===== config.mk =====
export PLATFORM = sky130hd
export DESIGN_NAME = ssg_regs
export DESIGN_NICKNAME = d
export VERILOG_FILES = /design/src/verilog/ssg_pkg.sv /design/src/verilog/ssg_regs.sv
export SDC_FILE = /design/constraint.sdc
export NUM_CORES = 1
export LEC_CHECK = 0
export ABC_CLOCK_PERIOD_IN_PS = 3400
export BUFFER_PORTS_ARGS = -buffer_cell sky130_fd_sc_hd__clkbuf_2
export CAP_MARGIN = 20
export CORE_ASPECT_RATIO = 1.75
export CORE_MARGIN = 3
export CORE_UTILIZATION = 54
export DETAILED_ROUTE_END_ITERATION = 7
export PLACE_DENSITY = 0.8
export RECOVER_POWER = 100
export SLEW_MARGIN = 20
export SYNTH_ARGS = -nofsm -noshare
export SYNTH_HDL_FRONTEND = slang
export SYNTH_SLANG_ARGS = --single-unit
export TNS_END_PERCENT = 20

===== constraint.sdc =====
create_clock -name sys_clk -period 3.4 [get_ports sys_clk]
set_clock_uncertainty 0.1 [all_clocks]
set_input_delay 0.68 -clock sys_clk [delete_from_list [all_inputs] [get_ports sys_clk]]
set_output_delay 0.68 -clock sys_clk [all_outputs]
set_load 0.02 [all_outputs]

===== src/verilog/ssg_pkg.sv =====
// Package of offsets, field positions and types for the status/pin bank.
package ssg_pkg;

  // ****************************************************************
  // Register offsets
  // ****************************************************************
  localparam logic [11:0] OFS_SCRATCH   = 12'h40c;
  localparam logic [11:0] OFS_PIN_FUNC  = 12'h418;
  localparam logic [11:0] OFS_PIN_DIR   = 12'h41c;
  localparam logic [11:0] OFS_PIN_DATA  = 12'h420;
  localparam logic [11:0] OFS_BUS_STS   = 12'h424;
  localparam logic [11:0] OFS_LOAD_CTL  = 12'h440;
  localparam logic [11:0] OFS_IRQ_STS   = 12'h444;
  localparam logic [11:0] OFS_IRQ_EN    = 12'h448;
  localparam logic [11:0] OFS_IRQ_CLR   = 12'h44c;

  // ****************************************************************
  // Field positions and reset values
  // ****************************************************************
  localparam int SLV_ADDR_LSB  = 1;
  localparam int MST_ADDR_LSB  = 9;
  localparam int LOAD_DONE_BIT = 24;
  localparam int NACK_BIT      = 25;
  localparam int ARB_BIT       = 26;
  localparam int COND_BIT      = 27;
  localparam int CSUM_BIT      = 28;
  localparam int UNMAP_BIT     = 29;
  localparam int IGN_CSUM_BIT  = 17;
  localparam logic [31:0] SCRATCH_RST = 32'h0000_0000;
  localparam logic [15:0] PIN_RST     = 16'h0000;
  localparam logic [4:0]  ARB_LIMIT   = 5'h10;
  localparam int NUM_EVT = 6;

  // Event index in the interrupt status register.
  typedef enum logic [2:0] {
    EVT_LOAD_DONE = 3'h0,
    EVT_NACK      = 3'h1,
    EVT_ARB       = 3'h2,
    EVT_COND      = 3'h3,
    EVT_CSUM      = 3'h4,
    EVT_UNMAP     = 3'h5
  } ssg_evt_type;

  // Register port request.
  typedef struct packed {
    logic        wr;
    logic        rd;
    logic [11:0] addr;
    logic [31:0] wdata;
  } ssg_req_type;

  // Event reports from the bus master engine and the loader.
  typedef struct packed {
    logic load_done;
    logic load_csum_bad;
    logic load_no_done_cmd;
    logic load_unmapped;
    logic nack;
    logic arb_lost;
    logic arb_won;
    logic cond_misplaced;
  } ssg_evt_in_type;

endpackage : ssg_pkg


===== src/verilog/ssg_regs.sv =====
// Status, scratch and general purpose pin register bank.
//
// Chosen here: the plain strobed port.
`timescale 1ns/1ps
// Summary of operation
// RL1: Scratch word is 32-bit read/write, no hardware effect, resets to zero.
// RL2: Function bit set routes a pin to alternate function, clear means GPIO.
// RL3: In GPIO mode a set direction bit drives the pin as output.
// RL4: In alternate mode the alternate function governs direction and level.
// RL5: Reading pin data returns the present level of all sixteen pins.
// RL6: Writing pin data changes only pins configured as GPIO outputs.
// RL7: Status reports slave address in bits 7:1, master in 15:9.
// RL8: Load done bit 24 sets when EEPROM loading finishes or errors.
// RL9: Flag bit 25 sets on an unexpected not-acknowledge, write one clears.
// RL10: Sixteen consecutive arbitration losses abort and set flag bit 26.
// RL11: Flag bit 27 sets on a misplaced START or STOP condition.
// RL12: Flag bit 28 sets on bad checksum or missing done command.
// RL13: Flag bit 29 sets when loading targets an undefined register.
// RL14: Ignore-checksum bit makes every checksum pass, no flag raised.
// RL15: Reserved bits read as zero and ignore writes.
module ssg_regs
  import ssg_pkg::*;
#(
  parameter int PINS = 16
) (
  // Clock and reset
  input  wire logic              sys_clk,
  input  wire logic              resetn,
  // Register port
  input  wire ssg_req_type       req,
  output logic [31:0]            rdata,
  // Hardware initialised addresses, steady after reset
  input  wire logic [6:0]        slave_bus_address,
  input  wire logic [6:0]        master_bus_address,
  // Engine and loader events
  input  wire ssg_evt_in_type    evt,
  output logic                   arb_abort,
  // Pins
  input  wire logic [PINS-1:0]   pin_in,
  output logic [PINS-1:0]        pin_out,
  output logic [PINS-1:0]        pin_oe_n,
  // Alternate function side
  input  wire logic [PINS-1:0]   alt_out,
  input  wire logic [PINS-1:0]   alt_drive,
  // Interrupt
  output logic                   irq
);

  // ****************************************************************
  // Storage
  // ****************************************************************
  logic [31:0]        scratch_q;
  logic [PINS-1:0]    func_q, dir_q, gpo_q;
  logic [PINS-1:0]    pin_out_q, pin_oe_n_q;
  logic [6:0]         slv_q, mst_q;
  logic               done_q, ign_csum_q, abort_q, irq_q;
  logic [4:0]         arb_cnt_q, arb_cnt_d;
  logic [4:0]         flag_q, flag_d;
  logic [NUM_EVT-1:0] ists_q, ists_d, ien_q, evt_set;
  logic [31:0]        rdata_q, rdata_d;

  // ****************************************************************
  // Decode
  // ****************************************************************
  function automatic logic hit(input ssg_req_type r, input logic [11:0] a);
    hit = r.wr && (r.addr == a);
  endfunction : hit

  wire w_scr  = hit(req, OFS_SCRATCH);
  wire w_func = hit(req, OFS_PIN_FUNC);
  wire w_dir  = hit(req, OFS_PIN_DIR);
  wire w_data = hit(req, OFS_PIN_DATA);
  wire w_sts  = hit(req, OFS_BUS_STS);
  wire w_ctl  = hit(req, OFS_LOAD_CTL);
  wire w_ien  = hit(req, OFS_IRQ_EN);
  wire w_iclr = hit(req, OFS_IRQ_CLR);

  // Checksum failure is masked by the ignore control.
  wire csum_err = (evt.load_csum_bad && !ign_csum_q)
                  || evt.load_no_done_cmd;            // see RL12 see RL14
  wire arb_lim  = evt.arb_lost && (arb_cnt_q == ARB_LIMIT - 5'h01);
  wire [4:0] flag_set = {evt.load_unmapped, csum_err,
                         evt.cond_misplaced, arb_lim, evt.nack};
  wire [4:0] flag_clr = w_sts ? req.wdata[UNMAP_BIT:NACK_BIT] : 5'h00;

  // Set wins over a same-cycle clear.
  assign flag_d = (flag_q & ~flag_clr) | flag_set;    // see RL9 see RL11

  // Losses count only while consecutive; any win restarts the count.
  assign arb_cnt_d = (evt.arb_won || arb_lim) ? 5'h00 :
                     evt.arb_lost ? arb_cnt_q + 5'h01 : arb_cnt_q;

  assign evt_set = {evt.load_unmapped, csum_err, evt.cond_misplaced,
                    arb_lim, evt.nack, evt.load_done && !done_q};
  assign ists_d  = (ists_q & ~(w_iclr ? req.wdata[NUM_EVT-1:0]
                                      : {NUM_EVT{1'b0}})) | evt_set;

  wire [PINS-1:0] gpo_d = w_data ? ((gpo_q & ~(dir_q & ~func_q))
                   | (req.wdata[PINS-1:0] & dir_q & ~func_q))
                   : gpo_q;                           // see RL6

  wire [31:0] sts_word = {2'h0, flag_q, done_q, 8'h00, mst_q, 1'b0,
                          slv_q, 1'b0};               // see RL7 see RL15

  always_comb begin
    rdata_d = 32'h0000_0000;
    if (req.rd) begin
      case (req.addr)
        OFS_SCRATCH:  rdata_d = scratch_q;            // see RL1
        OFS_PIN_FUNC: rdata_d = {16'h0000, func_q};
        OFS_PIN_DIR:  rdata_d = {16'h0000, dir_q};
        OFS_PIN_DATA: rdata_d = {16'h0000, pin_in};   // see RL5
        OFS_BUS_STS:  rdata_d = sts_word;
        OFS_LOAD_CTL: rdata_d = 32'(ign_csum_q) << IGN_CSUM_BIT;
        OFS_IRQ_STS:  rdata_d = {26'h0, ists_q};
        OFS_IRQ_EN:   rdata_d = {26'h0, ien_q};
        default:      rdata_d = 32'h0000_0000;        // see RL15
      endcase
    end
  end

  // ****************************************************************
  // Pin drivers
  // ****************************************************************
  genvar g;
  generate
    for (g = 0; g < PINS; g++) begin : g_pin
      always_ff @(posedge sys_clk or negedge resetn) begin
        if (!resetn) begin
          pin_out_q[g]  <= 1'b0;
          pin_oe_n_q[g] <= 1'b1;
        end else if (func_q[g]) begin                 // see RL2 see RL4
          pin_out_q[g]  <= alt_out[g];
          pin_oe_n_q[g] <= ~alt_drive[g];
        end else begin                                // see RL3
          pin_out_q[g]  <= gpo_d[g];
          pin_oe_n_q[g] <= ~dir_q[g];
        end
      end
    end
  endgenerate

  // ****************************************************************
  // Registers
  // ****************************************************************
  always_ff @(posedge sys_clk or negedge resetn) begin
    if (!resetn) begin
      scratch_q  <= SCRATCH_RST;
      func_q     <= PIN_RST;
      dir_q      <= PIN_RST;
      gpo_q      <= PIN_RST;
      ign_csum_q <= 1'b0;
      ien_q      <= '0;
    end else begin
      if (w_scr)  scratch_q  <= req.wdata;           // see RL1
      if (w_func) func_q     <= req.wdata[PINS-1:0];
      if (w_dir)  dir_q      <= req.wdata[PINS-1:0];
      if (w_ctl)  ign_csum_q <= req.wdata[IGN_CSUM_BIT];
      if (w_ien)  ien_q      <= req.wdata[NUM_EVT-1:0];
      gpo_q <= gpo_d;
    end
  end

  // Addresses are strapped, so they are caught one edge after release.
  always_ff @(posedge sys_clk or negedge resetn) begin
    if (!resetn) begin
      slv_q     <= 7'h00;
      mst_q     <= 7'h00;
      done_q    <= 1'b0;
      flag_q    <= 5'h00;
      arb_cnt_q <= 5'h00;
      abort_q   <= 1'b0;
      ists_q    <= '0;
      irq_q     <= 1'b0;
      rdata_q   <= 32'h0000_0000;
    end else begin
      slv_q     <= slave_bus_address;
      mst_q     <= master_bus_address;
      done_q    <= done_q | evt.load_done | csum_err
                   | evt.load_unmapped;               // see RL8
      flag_q    <= flag_d;                            // see RL13
      arb_cnt_q <= arb_cnt_d;
      abort_q   <= arb_lim;                           // see RL10
      ists_q    <= ists_d;
      irq_q     <= |(ists_d & ien_q);
      rdata_q   <= rdata_d;
    end
  end

  assign rdata     = rdata_q;
  assign pin_out   = pin_out_q;
  assign pin_oe_n  = pin_oe_n_q;
  assign arb_abort = abort_q;
  assign irq       = irq_q;
endmodule : ssg_regs


==> impl_summary.md <==
Outcome
The run finished, with violations left. The checks that failed: capacitance limit, slew limit.

Yosys
The sequential-to-total area share from yosys stat is 59.0%. For this run, the leading register cell type out of synthesis is sky130_fd_sc_hd__dfrtp_1. After synthesis, the largest area contributor takes up 53.7% of total cell area. The synthesized netlist devotes 11.2% of its cell area to simple gates.

The synthesized-area fraction occupied by adder cells is 0.319%. The cell type with the highest aggregate area in the netlist is sky130_fd_sc_hd__dfrtp_1. The combinational family with the most area after synthesis is multiplexers. Ranked by total cell area, the synthesized netlist is headed by sky130_fd_sc_hd__dfrtp_1 54%, sky130_fd_sc_hd__mux2_1 14%, sky130_fd_sc_hd__dfstp_2 5.4%, sky130_fd_sc_hd__mux2_2 5.3%, sky130_fd_sc_hd__a22oi_1 2.1%. The synthesized area per cell is 12.9 um2. The synthesized-area fraction occupied by xor and xnor cells is 0.112%. After synthesis the netlist holds a flip-flop and latch count of 184. The synthesized-area fraction occupied by ao, oa, aoi and oai cells is 7.76%. Multiplexer cells account for 19.4% of the synthesized area.

The count of flip-flops with a built-in enable after synthesis is 0. Yosys printed 0 warnings. Counting flops with an async set or reset pin after synthesis yields a share of 100%. Synthesis produced 608 cells.

The cell area that synthesis handed to floorplanning was 0.00783 mm2. The unique cell type count in the Yosys netlist is 49. The number of nets handed over by synthesis was 728.

Final layout
Of the cells placed in the final design, the portion with a size suffix greater than 1 is 27.7%. The count of nets after finishing is 920. In the final layout, flip-flops and latches occupy 0.00462 mm2.

The library cell used most frequently in the layout, excluding fill and tap cells, is sky130_fd_sc_hd__dfrtp_1. Leaving out fill and tap cells, the most frequent cells in the layout are 168 x sky130_fd_sc_hd__dfrtp_1, 116 x sky130_fd_sc_hd__clkbuf_2, 96 x sky130_fd_sc_hd__mux2_1, 72 x sky130_fd_sc_hd__clkbuf_1. Relative to the synthesized area, the layout overhead comes to 21.6%.

The multi-input combinational cells in the finished layout cover a total of 0.00303 mm2. The core utilization of the finished layout is 67.8%. Summing all non-filler instances in the final layout gives an area of 0.00953 mm2. Counting the fill cells in the layout gives 1075.

Timing
The ratio of final minimum period to clock period is 90.4%. The sum of negative setup slack is 0 ns. The normalized max-slew margin is -20.4%. The maximum clock frequency is 0.325 GHz.

The minimum clock period is 3.08 ns. The count of final setup violators is 0. At the pin with the least slew margin, the transition time is 1.81 ns. The number of pins with negative max-slew slack in the final report is 70. Setup repair after global routing left no endpoint under its margin. The count of endpoints failing hold in the final timing report was 0.

Power and ir drop
The peak supply drop is 411 uV. For this design the ratio of total power to cell area is 461 mW/mm2. Summed over all cells, the static leakage comes to 4.64 nW.

Critical path
The worst register-to-register path has a depth of 7. The highest net fanout along the worst path is 20. The endpoint identified for the worst register-to-register timing path is irq. The reg-to-reg critical path startpoint is arb_cnt_q[0]. The first element of the critical path is req[41]. Setup slack on the worst reg-to-reg path comes out at 0.69 ns. The critical path launch point type is an input port. For the worst setup path, the data arrival time is 3.27 ns. The type of destination of the critical path is a flop. The critical setup path kind is in2reg. For the worst setup path, the data required time is 3.59 ns.

Flow run
Across the run, the number of max-cap violations was 1.

Die
The die width is 97.0 um. The overall die area is 0.0160 mm2. The count of standard-cell rows is 57.

The core region area is 0.0140 mm2. The count of boundary I/O pins is 184. From bottom edge to top edge, the die measures 165 um.

Once the floorplan was initialized, standard cells occupied 55.8% of the core.

Global route
The sum of overflow across all layers after global routing is 0. The aggregate global-route resource usage is 27.0%. The number of antenna violations at the first check in global routing came to 0.

The number of global-route vias before repair is 6440. The largest net degree at the start of global routing is 72. The first global-routing pass estimated 33400 um of wire.

Placement
Summing all placed instances gives a cell area of 0.00907 mm2. Detailed placement ended at an HPWL of 15300 um. The quantity of I/O buffers inserted on ports is 183. The global placer's final weighted congestion is 0.888.

Clock network
The number of hold buffers added after cts is 0. The tree is rooted in a sky130_fd_sc_hd__clkbuf_16. The number of H-tree levels is 4. After clock tree synthesis, the clock-pin slew on the worst setup and hold paths is 0.07 ns. The latest clock arrival within the worst-skew pair is 0.42 ns.

Once the clock tree was built, the setup fixing pass inserted 0 buffers. The clock passes through at most 2 buffers. CTS saw 184 sinks. The post-cts repair resize count is 0. The total clock buffers created by CTS is 17. TritonCTS built the clock tree.

Drt
In the final routed layout, each cell accounts on average for 21.5 um. For this block, the routed nets add up to 21300 um of wire. Once detail routing completed, the nets flagged for antenna violations numbered 0.

The detailed-router iteration count before antenna repair is 7. The detailed router finished its first iteration with 240 violations. The DRC violation count after routing is 0. After detailed routing, the number of vias per cell comes to 6.02. The overall via count from detail_route is 5969.

Hold path
The terminating pin of the worst hold path is slv_q[5]. The path class of the lowest-slack min-delay path is in2reg. In this run the most critical hold path is launched from slave_bus_address[5]. Counting instances, the worst hold path has a depth of 1.
## state kept, by name (all words and copies together), names as in the netlist
register	cells
arb_abort	1
slv_q	7
func_q	16
pin_oe_n	16
ists_q	6
arb_cnt_q	5
ign_csum_q	1
irq	1
mst_q	7
scratch_q	32
rdata	32
done_q	1
flag_q	5
dir_q	16
ien_q	6
pin_out	16
gpo_q	16
## cell type report
class / count / area share, %
clock buffer: 18 / 4.61
sequential: 184 / 48.5
antenna: 1 / 0.0263
multi-input combinational: 384 / 31.8
inverter: 5 / 0.197
timing repair buffer: 208 / 10.9
tap: 177 / 2.32
clock inverter: 14 / 1.60
## cell families after synthesis
kind of cell	after synthesis
flip-flops	184
AND/OR/NAND/NOR	156
multiplexers	135
AO/OA/AOI/OAI	90
buffers and inverters	40
adder cells (fa/ha/maj)	2
XOR/XNOR	1
## where the power goes
part | leakage [nW] | switching, mW | internal, mW
sequential | 2.43 | 0.00884 | 2.21
clock | 0.287 | 0.890 | 1.06
combinational | 1.93 | 0.134 | 0.0863
## worst max-delay path, stage by stage
cell                       delay, ns
sky130_fd_sc_hd__clkbuf_1       0.10
sky130_fd_sc_hd__or4b_1         0.61
sky130_fd_sc_hd__nor4b_1        0.69
sky130_fd_sc_hd__buf_12         0.26
sky130_fd_sc_hd__and2_1         0.27
sky130_fd_sc_hd__buf_4          0.22
sky130_fd_sc_hd__nand2_1        0.09
sky130_fd_sc_hd__mux2_1         0.35
## Yosys cell counts (5+ instances only)
library cell               number
sky130_fd_sc_hd__nand3_1       19
sky130_fd_sc_hd__mux2_1        96
sky130_fd_sc_hd__and3_1        12
sky130_fd_sc_hd__a31oi_1       18
sky130_fd_sc_hd__inv_1          5
sky130_fd_sc_hd__dfrtp_1      168
sky130_fd_sc_hd__mux2_2        37
sky130_fd_sc_hd__nor2b_1       20
sky130_fd_sc_hd__buf_2         12
sky130_fd_sc_hd__a32oi_1        6
sky130_fd_sc_hd__a22o_1         6
sky130_fd_sc_hd__nor2_1        21
sky130_fd_sc_hd__a21oi_1       20
sky130_fd_sc_hd__dfstp_2       16
sky130_fd_sc_hd__nand4_1       13
sky130_fd_sc_hd__a22oi_1       22
sky130_fd_sc_hd__clkbuf_1      18
sky130_fd_sc_hd__nand2_1       38
sky130_fd_sc_hd__a21o_1         6
## stage by stage
stage,cells,setup WS [ns],hold WS [ns],total power [mW]
2_1_floorplan,608,0.506,0.284,2.31
3_3_place_gp,958,0.224,0.366,2.47
3_5_place_dp,958,0.124,0.373,2.48
4_1_cts,990,0.553,0.168,4.43
5_1_grt,990,0.266,0.234,4.54
6_report,991,0.325,0.258,4.39
## how the worst max path moves through the flow
stage	to	depth (start not counted)
floorplan	dir_q[0]	7
global route	dir_q[14]	8
finish	gpo_q[13]	8
CTS	gpo_q[13]	8
detailed placement	gpo_q[12]	8
global placement	irq	6
## per-layer routing
metal / GRT usage, % / share of wire, %
met5: 0 / 0
met1: 28.5 / 33
met3: 5.67 / 5.9
met4: 14.5 / 5.1
met2: 50.3 / 55
Power figures use the tool's default switching activity.
